==> src/include/ccx_pkg.sv <==
// Shared constants, types and decode for the clear/call execute block.
// Assumes one MCLK cycle per instruction cycle and an APB host.
// What this block does
// RQ1: Clear-file zeroes addressed file register, sets zero
// RQ2: Call pushes current PC plus one first
// RQ3: Call loads eleven-bit target into PC low
// RQ4: Call copies holding bits 4:3 to PC 12:11
// RQ5: Call takes two cycles, discards prefetched word
// RQ6: Clear-accumulator zeroes accumulator, sets zero flag
// RQ7: Watchdog clear resets the watchdog counter
// RQ8: Watchdog clear also resets the prescaler
// RQ9: Watchdog clear sets expired_n and sleep_n bits
// RQ10: Clear ops each take one cycle, one word
// RQ11: Call leaves status flags untouched
package ccx_pkg;
	// Opcode fields
	localparam logic [6:0] OP_ZERO_FILE = 7'h03;
	localparam logic [6:0] OP_ZERO_ACC = 7'h02;
	localparam logic [2:0] OP_CALL = 3'h4;
	localparam logic [13:0] OP_KICK_WDT = 14'h0064;
	localparam int CALL_CYCLES = 2;
	// Reset values
	localparam logic [12:0] PC_RST = 13'h0000;
	localparam logic [7:0] ACC_RST = 8'h00;
	localparam logic [7:0] ZERO_BYTE = 8'h00;
	// APB register offsets
	localparam logic [7:0] REG_PCHOLD = 8'h00;
	localparam logic [7:0] REG_ACC = 8'h04;
	localparam logic [7:0] REG_STATUS = 8'h08;
	localparam logic [7:0] REG_PC = 8'h0c;
	localparam logic [7:0] REG_STACK = 8'h10;
	localparam logic [7:0] REG_FSEL = 8'h14;
	localparam logic [7:0] REG_FDATA = 8'h18;
	// Status field positions
	localparam int ST_Z_BIT = 0;
	localparam int ST_PD_BIT = 1;
	localparam int ST_TO_BIT = 2;

	// Execute sequencer states
	typedef enum logic [1:0] {
		ST_RUN = 2'b01,
		ST_FLUSH = 2'b10
	} ccx_state_e;

	// Decoded instruction word
	typedef struct packed {
		logic zero_file_op;
		logic zero_acc_op;
		logic call_op;
		logic kick_watchdog_op;
		logic [6:0] faddr;
		logic [10:0] target;
	} ccx_dec_s;

	// Status bits
	typedef struct packed {
		logic watchdog_expired_n;
		logic sleep_entered_n;
		logic zero;
	} ccx_stat_s;

	// Split a 14-bit word into operation flags and operands
	function automatic ccx_dec_s ccx_decode(input logic [13:0] w);
		ccx_dec_s d;
		d.zero_file_op = (w[13:7] == OP_ZERO_FILE);
		d.zero_acc_op = (w[13:7] == OP_ZERO_ACC);
		d.call_op = (w[13:11] == OP_CALL);
		d.kick_watchdog_op = (w == OP_KICK_WDT);
		d.faddr = w[6:0];
		d.target = w[10:0];
		return d;
	endfunction : ccx_decode
endpackage : ccx_pkg

==> src/rtl/ccx_file_regs.sv <==
// Data-file register array, flip-flop storage.
// Assumes a single write port from the execute logic.
`timescale 1ns/100ps
module ccx_file_regs import ccx_pkg::*; #(
	parameter int DEPTH = 128,
	parameter int AW = 7
) (
	input wire logic clk,
	input wire logic rst_n,
	input wire logic wr_en,
	input wire logic [AW-1:0] wr_addr,
	input wire logic [7:0] wr_data,
	input wire logic [AW-1:0] rd_addr,
	output logic [7:0] rd_data
);
	logic [7:0] mem_q [DEPTH]; // Storage
	logic [7:0] mem_d [DEPTH]; // Next storage

	// Next contents: one byte replaced on write
	always_comb begin
		mem_d = mem_q;
		if (wr_en) begin
			mem_d[wr_addr] = wr_data;
		end
	end

	// Register the array
	always_ff @(posedge clk or negedge rst_n) begin
		if (!rst_n) begin
			for (int i = 0; i < DEPTH; i++) begin
				mem_q[i] <= ZERO_BYTE;
			end
		end else begin
			mem_q <= mem_d;
		end
	end

	// Software view of one byte
	assign rd_data = mem_q[rd_addr];
endmodule : ccx_file_regs

==> src/rtl/ccx_ret_stack.sv <==
// Circular return-address stack, push only.
// Assumes overflow simply wraps, as the core does.
`timescale 1ns/100ps
module ccx_ret_stack import ccx_pkg::*; #(
	parameter int DEPTH = 8,
	parameter int PW = 3
) (
	input wire logic clk,
	input wire logic rst_n,
	input wire logic push,
	input wire logic [12:0] push_data,
	output logic [12:0] head_q
);
	logic [12:0] mem_q [DEPTH]; // Entries
	logic [12:0] mem_d [DEPTH]; // Next entries
	logic [PW-1:0] ptr_q; // Top index
	logic [PW-1:0] ptr_d; // Next top index
	logic [12:0] head_d; // Next head copy

	// Push advances the pointer and writes the new top
	always_comb begin
		mem_d = mem_q;
		ptr_d = ptr_q;
		head_d = head_q;
		if (push) begin
			ptr_d = ptr_q + PW'(1);
			mem_d[ptr_d] = push_data;
			head_d = push_data;
		end
	end

	// Register pointer, entries and head copy
	always_ff @(posedge clk or negedge rst_n) begin
		if (!rst_n) begin
			ptr_q <= '0;
			head_q <= PC_RST;
			for (int i = 0; i < DEPTH; i++) begin
				mem_q[i] <= PC_RST;
			end
		end else begin
			ptr_q <= ptr_d;
			head_q <= head_d;
			mem_q <= mem_d;
		end
	end
endmodule : ccx_ret_stack

==> src/rtl/ccx_exec.sv <==
// Execute logic for clear-file, clear-accumulator, call and watchdog clear.
// Assumes one instruction word per valid MCLK cycle and an APB master.
//
// Decided for this implementation: the APB interface to the registers and the register offsets.
`timescale 1ns/100ps
module ccx_exec import ccx_pkg::*; (
	input wire logic MCLK,
	input wire logic RESET_N,
	// Program memory side
	input wire logic [13:0] INSTR_WORD,
	input wire logic INSTR_VALID,
	// Watchdog and sleep events from outside
	input wire logic WDT_TIMEOUT,
	input wire logic SLEEP_ENTRY,
	// APB slave
	input wire logic PSEL,
	input wire logic PENABLE,
	input wire logic PWRITE,
	input wire logic [7:0] PADDR,
	input wire logic [31:0] PWDATA,
	output logic [31:0] PRDATA,
	output logic PREADY,
	output logic PSLVERR,
	// Core state
	output logic [12:0] PC_OUT,
	output logic [7:0] ACC_OUT,
	output logic ZERO_FLAG,
	output logic WATCHDOG_EXPIRED_N,
	output logic SLEEP_ENTERED_N,
	output logic WDT_CLEAR,
	output logic [12:0] STACK_HEAD
);
	// Execute state
	ccx_state_e state_q;
	ccx_state_e state_d;
	logic [12:0] pc_q; // Fetch address
	logic [12:0] pc_d;
	logic [7:0] acc_q; // Working accumulator
	logic [7:0] acc_d;
	ccx_stat_s stat_q; // Status bits
	ccx_stat_s stat_d;
	logic kick_q; // Counter and prescaler clear pulse
	logic kick_d;
	ccx_dec_s dec; // Decoded word
	logic push; // Stack push strobe
	logic [12:0] ret_addr; // Return address
	logic fwr; // File write strobe
	logic [12:0] head; // Stack head

	// APB state
	logic [4:0] pchold_q; // Upper PC holding
	logic [4:0] pchold_d;
	logic [6:0] fsel_q; // File view select
	logic [6:0] fsel_d;
	logic pready_q;
	logic pready_d;
	logic pslverr_q;
	logic pslverr_d;
	logic [31:0] prdata_q;
	logic [31:0] prdata_d;
	logic [7:0] fview; // Selected file byte
	logic wr_acc; // Write taken this edge
	logic mapped; // Address hits a register

	assign dec = ccx_decode(INSTR_WORD);
	assign ret_addr = pc_q + 13'h0001;

	// File register array
	ccx_file_regs #(.DEPTH(128), .AW(7)) u_file (
		.clk(MCLK),
		.rst_n(RESET_N),
		.wr_en(fwr),
		.wr_addr(dec.faddr),
		.wr_data(ZERO_BYTE),
		.rd_addr(fsel_q),
		.rd_data(fview)
	);

	// Return-address stack
	ccx_ret_stack #(.DEPTH(8), .PW(3)) u_stack (
		.clk(MCLK),
		.rst_n(RESET_N),
		.push(push),
		.push_data(ret_addr),
		.head_q(head)
	);

	// Execute next state
	always_comb begin
		state_d = state_q;
		pc_d = pc_q;
		acc_d = acc_q;
		stat_d = stat_q;
		kick_d = 1'b0;
		push = 1'b0;
		fwr = 1'b0;
		// Outside events clear the active-low bits
		if (WDT_TIMEOUT) begin
			stat_d.watchdog_expired_n = 1'b0;
		end
		if (SLEEP_ENTRY) begin
			stat_d.sleep_entered_n = 1'b0;
		end
		unique case (state_q)
			ST_RUN: begin
				if (INSTR_VALID) begin
					// Every word but a call executes in one cycle
					pc_d = ret_addr; // see RQ10
					if (dec.call_op) begin
						// Push then jump, flags untouched
						push = 1'b1; // see RQ2
						pc_d[10:0] = dec.target; // see RQ3
						pc_d[12:11] = pchold_q[4:3]; // see RQ4
						state_d = ST_FLUSH; // see RQ5, RQ11
					end
					if (dec.zero_file_op) begin
						fwr = 1'b1; // see RQ1
						stat_d.zero = 1'b1; // see RQ1
					end
					if (dec.zero_acc_op) begin
						acc_d = ZERO_BYTE; // see RQ6
						stat_d.zero = 1'b1; // see RQ6
					end
					if (dec.kick_watchdog_op) begin
						// Clear pulse restarts counter and prescaler
						kick_d = 1'b1; // see RQ7, RQ8
						// Set wins over a same-cycle clear
						stat_d.watchdog_expired_n = 1'b1; // see RQ9
						stat_d.sleep_entered_n = 1'b1; // see RQ9
					end
				end
			end
			ST_FLUSH: begin
				// Stale prefetched word is dropped
				if (INSTR_VALID) begin
					state_d = ST_RUN; // see RQ5
				end
			end
		endcase
	end

	// Execute registers
	always_ff @(posedge MCLK or negedge RESET_N) begin
		if (!RESET_N) begin
			state_q <= ST_RUN;
			pc_q <= PC_RST;
			acc_q <= ACC_RST;
			stat_q <= 3'b110;
			kick_q <= 1'b0;
		end else begin
			state_q <= state_d;
			pc_q <= pc_d;
			acc_q <= acc_d;
			stat_q <= stat_d;
			kick_q <= kick_d;
		end
	end

	// APB decode and read mux
	always_comb begin
		pchold_d = pchold_q;
		fsel_d = fsel_q;
		prdata_d = prdata_q;
		pslverr_d = 1'b0;
		// One wait state, then ready
		pready_d = PSEL && PENABLE && !pready_q;
		wr_acc = PSEL && PENABLE && pready_q && PWRITE;
		mapped = 1'b1;
		unique case (PADDR)
			REG_PCHOLD: prdata_d = {27'h0, pchold_q};
			REG_ACC: prdata_d = {24'h0, acc_q};
			REG_STATUS: prdata_d = {29'h0, stat_q};
			REG_PC: prdata_d = {19'h0, pc_q};
			REG_STACK: prdata_d = {19'h0, head};
			REG_FSEL: prdata_d = {25'h0, fsel_q};
			REG_FDATA: prdata_d = {24'h0, fview};
			default: begin
				// Unmapped reads zero with error
				prdata_d = 32'h0;
				mapped = 1'b0;
			end
		endcase
		if (!pready_d) begin
			prdata_d = prdata_q;
		end
		pslverr_d = pready_d && !mapped;
		// Writes land on the ready edge
		if (wr_acc && PADDR == REG_PCHOLD) begin
			pchold_d = PWDATA[4:0];
		end
		if (wr_acc && PADDR == REG_FSEL) begin
			fsel_d = PWDATA[6:0];
		end
	end

	// APB registers
	always_ff @(posedge MCLK or negedge RESET_N) begin
		if (!RESET_N) begin
			pchold_q <= 5'h00;
			fsel_q <= 7'h00;
			pready_q <= 1'b0;
			pslverr_q <= 1'b0;
			prdata_q <= 32'h0;
		end else begin
			pchold_q <= pchold_d;
			fsel_q <= fsel_d;
			pready_q <= pready_d;
			pslverr_q <= pslverr_d;
			prdata_q <= prdata_d;
		end
	end

	// Outputs straight from flops
	assign PRDATA = prdata_q;
	assign PREADY = pready_q;
	assign PSLVERR = pslverr_q;
	assign PC_OUT = pc_q;
	assign ACC_OUT = acc_q;
	assign ZERO_FLAG = stat_q.zero;
	assign WATCHDOG_EXPIRED_N = stat_q.watchdog_expired_n;
	assign SLEEP_ENTERED_N = stat_q.sleep_entered_n;
	assign WDT_CLEAR = kick_q;
	assign STACK_HEAD = head;

	logic run_vld; // Word executes this cycle
	assign run_vld = INSTR_VALID && state_q == ST_RUN;
endmodule : ccx_exec

==> config.mk <==
export PLATFORM = sky130hd
export DESIGN_NAME = ccx_exec
export DESIGN_NICKNAME = d
export VERILOG_FILES = /design/src/include/ccx_pkg.sv /design/src/rtl/ccx_file_regs.sv /design/src/rtl/ccx_ret_stack.sv /design/src/rtl/ccx_exec.sv
export SDC_FILE = /design/constraint.sdc
export NUM_CORES = 2
export LEC_CHECK = 0
export BUFFER_PORTS_ARGS = -buffer_cell sky130_fd_sc_hd__buf_2
export CAP_MARGIN = 20
export CORE_UTILIZATION = 56
export CTS_CLUSTER_SIZE = 12
export DETAILED_ROUTE_END_ITERATION = 8
export PLACE_DENSITY_LB_ADDON = 0.05
export RECOVER_POWER = 100
export SLEW_MARGIN = 20
export SYNTH_ARGS = -nofsm -noshare
export SYNTH_HDL_FRONTEND = slang
export SYNTH_SLANG_ARGS = --single-unit
export TNS_END_PERCENT = 100
==> constraint.sdc <==
create_clock -name MCLK -period 2.3 [get_ports MCLK]
set_input_delay 0.23 -clock MCLK [delete_from_list [all_inputs] [get_ports MCLK]]
set_output_delay 0.23 -clock MCLK [all_outputs]
set_load 0.1 [all_outputs]
## Yosys cells after proc, flatten, opt, wreduce, memory -nomap -nowiden

Cells that the tools add are included.

| storage, ports and cells | value |
|---|---|
| register bits | 1,102 |
| output and inout bits | 72 |
| word-level logic and storage cells | 207 |
| input port bits | 62 |

| operators by class | value |
|---|---|
| equal/unequal tests | 15 |
| bitwise logic cells | 4 |
| $add $sub $neg | 1 |
| muxes and demuxes | 28 |
| reduce and logical (&&, ||, !) cells | 16 |
| order comparisons | 3 |

Operator list:

| kind | count |
|---|---|
| $and A1024 B1024 Y1024 | 1 |
| $not A1024 Y1024 | 1 |
| $pmux W13 S6 | 1 |
| $bmux W8 S7 | 1 |
| $demux W8 S7 | 1 |
| $eq A8 B5 Y1 const B | 3 |
| $mux W8 | 3 |
| $eq A8 B4 Y1 const B | 2 |
| $ge A8 B8 Y1 const B | 2 |
| $not A7 Y8 | 2 |
| $eq A14 B7 Y1 const B | 1 |
| $eq A7 B2 Y1 const B | 2 |
| $mux W1 | 14 |
| $add A13 B1 Y13 const B | 1 |
| $mux W13 | 1 |
| $eq A8 B3 Y1 const B | 1 |
| $logic_and A1 B1 Y1 | 8 |
| $logic_not A8 Y1 | 1 |
| $lt A8 B1 Y1 const B | 1 |
| $mux W2 | 4 |
| $reduce_or A7 Y1 | 1 |
| $mux W3 | 2 |
| $ne A2 B2 Y1 const B | 3 |
| $reduce_and A3 Y1 | 2 |
| 7 further kinds | 8 |

## Longest topological paths before layout

| depth | value |
|---|---|
| word-level depth | 7 |
| depth in mapped cells | 11 |
| gate-level depth less buffers | 7 |

## Modules after synthesis

Synthesis repeated with hierarchy kept, for this count alone.

| unflattened totals | value |
|---|---|
| cells, all modules | 3,112 |
| area total of the unflattened synthesis | 49,881.6 µm² |

Modules (own cells, without submodules):

| module | area each (µm²) | cells an instance | times used | seq. area each (µm²) |
|---|---|---|---|---|
| ccx_file_regs | 46,464.6 | 2,782 | 1 | 25,624.6 |
| ccx_exec | 2,896.5 | 303 | 1 | 1,154.9 |
| ccx_ret_stack | 520.5 | 27 | 1 | 325.3 |

## Worst setup path before layout

No wires, ideal clock.

| timing | value |
|---|---|
| kind | register to register |
| start point | reg fsel_q[0] |
| end point | reg prdata_q[7], in the netlist PRDATA[7] |
| cell stages (with the launch flop) | 12 |
| slack | -0.185 ns |
| arrival time | 2.356 ns |
| library setup time | 0.130 ns |
| buffers on the path | 5 |
| period minus slack after synthesis | 2.485 ns |
| required time | 2.170 ns |
| cells stage by stage | dfrtp_1 buf_4 buf_4 buf_4 buf_4 buf_4 mux2i_1 o22ai_1 a2111oi_0 o21ai_0 a31oi_1 o31ai_1 |

| on the way | value |
|---|---|
| word-level cells in the longest chain between the ends | 5 |

Ends and longest elaborated chain:

| element | RTL line | text |
|---|---|---|
| start, declared | ccx_exec.sv:53 | `logic [6:0] fsel_q;` |
| start signal, assigned | ccx_exec.sv:206 | `fsel_q <= fsel_d;` |
| $not A7 Y8 (not written as such) | ccx_file_regs.sv:39 | `assign rd_data = mem_q[rd_addr];` |
| $bmux W8 S7 | ccx_file_regs.sv:39 |  |
| $mux W8 (not written as such) (2 in series) | ccx_file_regs.sv:39 |  |
| $pmux W13 S6 | ccx_exec.sv:169 | `unique case (PADDR)` |
| end signal, assigned | ccx_exec.sv:209 | `prdata_q <= prdata_d;` |
| end, declared | ccx_exec.sv:59 | `logic [31:0] prdata_q;` |

Every way passes these cells. The select of a mux whose other input is x is not followed.
A chain may end at the register's enable or synchronous reset.

## Final worst setup path

Ends and elaborated chain as after synthesis.

==> qor.txt <==
Launch point of the worst reg-to-reg path = fsel_q[0]
Power density over cell area = 707 mW/mm^2
Placeable Area = 0.0790 sq mm
Die Ht = 285 um
Final worst slack = -396 ps
Final Hold Vio Count = 0
# rows = 103
Yosys reg bits = 1083
GRT met3 Usage = 4.78%
Ys Warns = 0
Root buffer cell = clkbuf_16
PortBufs = 81
Crit path max fanout = 13
Max-Slew Margin vs Limit = 15.9%
Post-Syn Area = 0.0447 sq mm
Layout cells sized above 1 = 32.1%
Post-synth EDFFs = 0
Outcome = complete, but fails checks
Num CTS Buffers = 111
GP Congestion = 0.886
Grt met1 use = 45.1%
CTS tree = built
F_max = 371 MHz
Pleak = 27.4 nW
Syn avg cell area = 13.4 sq um
Vias in the first global route = 31100
H-tree depth = 3
Full die area = 0.0810 sq mm
Commonest non-fill, non-tap cells in the layout = dfrtp_1, nor2b_1, and2b_1, buf_4, mux4_2
Reg2reg setup slack = -400 ps
CP Capture Point = PRDATA[7]
Starting density of the core = 56.6%
Leading area contributor after synthesis = dfrtp_1
Top_reg_cell synth = dfrtp_1
R2r endpoint = PRDATA[7]
Nets@finish = 4002
Total Power = 40.2 mW
Final worst path period need = 2700 ps
Post-synthesis sequential area ratio = 60.6%
Cells on Worst Hold Path = 5
Ys async rst share = 100%
Crit end category = flip-flop
Period utilization = 117%
Crit path DAT = 3290 ps
WP data required = 2890 ps
Placed Cells = 4771
Grt ovf = 0
Final slew viol count = 0
Total Routing Usage GR = 30.9%
Worst hold slack = 45.1 ps
Final setup TNS = -202200 ps
First-pass GRT wire length = 191000 um
Layout area overhead = 27.1%
Most common cell after layout, fill and taps aside = dfrtp_1
Critical Path Start = fsel_q[0]
Failing checks = setup timing
Hold Path Class = input pin to flip-flop
TritonRoute pass-1 iters = 5
GR Util met2 = 47.8%
Via count = 29400
Synth cell types = 63
Die X = 285 um
Pin count of the biggest net entering global routing = 147
Tightest Pin Transition = 1260 ps
Initial antenna violation count = 0
Antenna Nets Post-Route = 0
First DRT Iteration DRCs = 2239
Worst-skew pair later-pin latency = 680 ps
I/O pin count = 134
CTS clock-pin slew for the worst setup and hold paths = 60 ps
Avg WL per Cell = 24.0 um
Critical Path Start Type = flip-flop
Worst vdd ir = 0.866 mV
Fin Clk Skew = 21.8 ps
Synth top area share = 60.4%
Residual DRC count = 0
Top cells by area, synth = dfrtp_1, nor2b_1, mux4_2, and2b_1, mux2i_1
Reg2reg path depth = 9
Crit Path Class = flip-flop to flip-flop
DPL Wire Length = 82300 um
Max_cap viols = 0
Detailed Route WL = 122000 um
Most Crowded Layer GR = met2
Setup violators final = 1037
Sink Count = 1083
Antenna cell count = 0
Final Non-Filler Cells = 5067
Clock Path Buffers = 3
Synth Instances = 3345
Vias per std cell = 5.79
RSZ-0062 raised after global routing = yes
==> cell type report <==
| cell class | instances | area (sq um) |
|---|---|---|
| inverters | 17 | 65.1 |
| clock buffers | 160 | 3100 |
| repair buffers | 620 | 6020 |
| flip-flops and latches | 1083 | 27100 |
| well taps | 1050 | 1310 |
| fillers | 5176 | 22100 |
| clock inverters | 31 | 318 |
| multi-input cells | 2106 | 18900 |
==> power by group <==
part | switching, mW | internal [mW] | total [mW]
combinational | 2.75 | 0.561 | 3.31
sequential | 0.359 | 19.3 | 19.6
clock | 7.46 | 9.77 | 17.2
total | 10.6 | 29.6 | 40.2
==> sequential cells by signal, summed over array words and instances, names as in the netlist, 2 cells and up <==
| signal | flops |
|---|---|
| u_stack.head_q | 13 |
| u_file.mem_q | 1024 |
| state_q | 2 |
| PRDATA | 13 |
| PC_OUT | 13 |
| pchold_q | 5 |
| fsel_q | 7 |
==> cells by family after synthesis <==
family / count (synthesis) / share of synthesized area [%]
flip-flops: 1083 / 60.6
AND/OR/NAND/NOR: 1425 / 19.2
buffers and inverters: 182 / 2.03
AO/OA/AOI/OAI: 284 / 4.30
multiplexers: 358 / 13.6
XOR/XNOR: 11 / 0.215
adder cells (fa/ha/maj): 1 / 0.0280
other: 1 / 0.00839
==> how the worst min path moves through the flow <==
stage,startpoint,endpoint
final,INSTR_WORD[12],WDT_CLEAR
after global routing,INSTR_WORD[12],WDT_CLEAR
after CTS,RESET_N,u_file.mem_q[649]
after detailed placement,RESET_N,u_file.mem_q[649]
after global placement,RESET_N,u_file.mem_q[650]
after floorplan,RESET_N,PC_OUT[0]
==> synthesized netlist by cell type, drive strengths merged, types with 3 or more instances <==
| cell type | count |
|---|---|
| dfrtp | 1080 |
| nor2b | 783 |
| and2b | 252 |
| mux4 | 195 |
| nor2 | 185 |
| mux2i | 131 |
| buf | 86 |
| clkbuf | 79 |
| nand2 | 78 |
| o221ai | 57 |
| o21ai | 52 |
| o22ai | 52 |
| a21oi | 48 |
| mux2 | 32 |
| nand3 | 32 |
| nor3 | 24 |
| a211oi | 17 |
| a22oi | 17 |
| inv | 17 |
| nor4 | 15 |
| and2 | 11 |
| nand4 | 11 |
| a2111oi | 8 |
| nand2b | 6 |
| nand3b | 6 |
| xnor2 | 6 |
| a221oi | 5 |
| xor2 | 5 |
| a31oi | 4 |
| nor4b | 4 |
| o31ai | 4 |
| and3 | 3 |
| dfstp | 3 |
==> per-layer routing <==
metal | vias to the layer above | wire length, um
met4 | 0 | 4010
met2 | 850 | 58200
met1 | 15600 | 53100
met5 | - | 0
li1 | 12700 | -
met3 | 228 | 6430
==> critical path, stage by stage (launching register included) <==
cell and delay, ps:
dfrtp_4 580, buf_6 200, buf_12 160, buf_8 160
mux4_2 340, a21oi_2 70, a2111oi_1 570, buf_4 210
a311oi_2 40, o31ai_1 250
==> metrics by stage <==
stage	utilization, %	setup WS [ps]	cell area, sq um
floorplan	-	-97.5	44900
global placement	62.8	-568	49600
detailed placement	62.8	-589	49600
CTS	70.6	-357	55700
global route	72.0	-452	56900
finish	72.0	-396	56900
==> repair_timing <==
item / CTS / global route
setup buffers: 59 / 23
gates cloned: 5 / 0
hold buffers: 25 / 0
gates resized for setup: 451 / 293
hold endpoints to repair: 436 / 0
setup endpoints to repair: 1021 / 1034
pin swaps: 26 / 14
(Power assumes the default switching activity.)
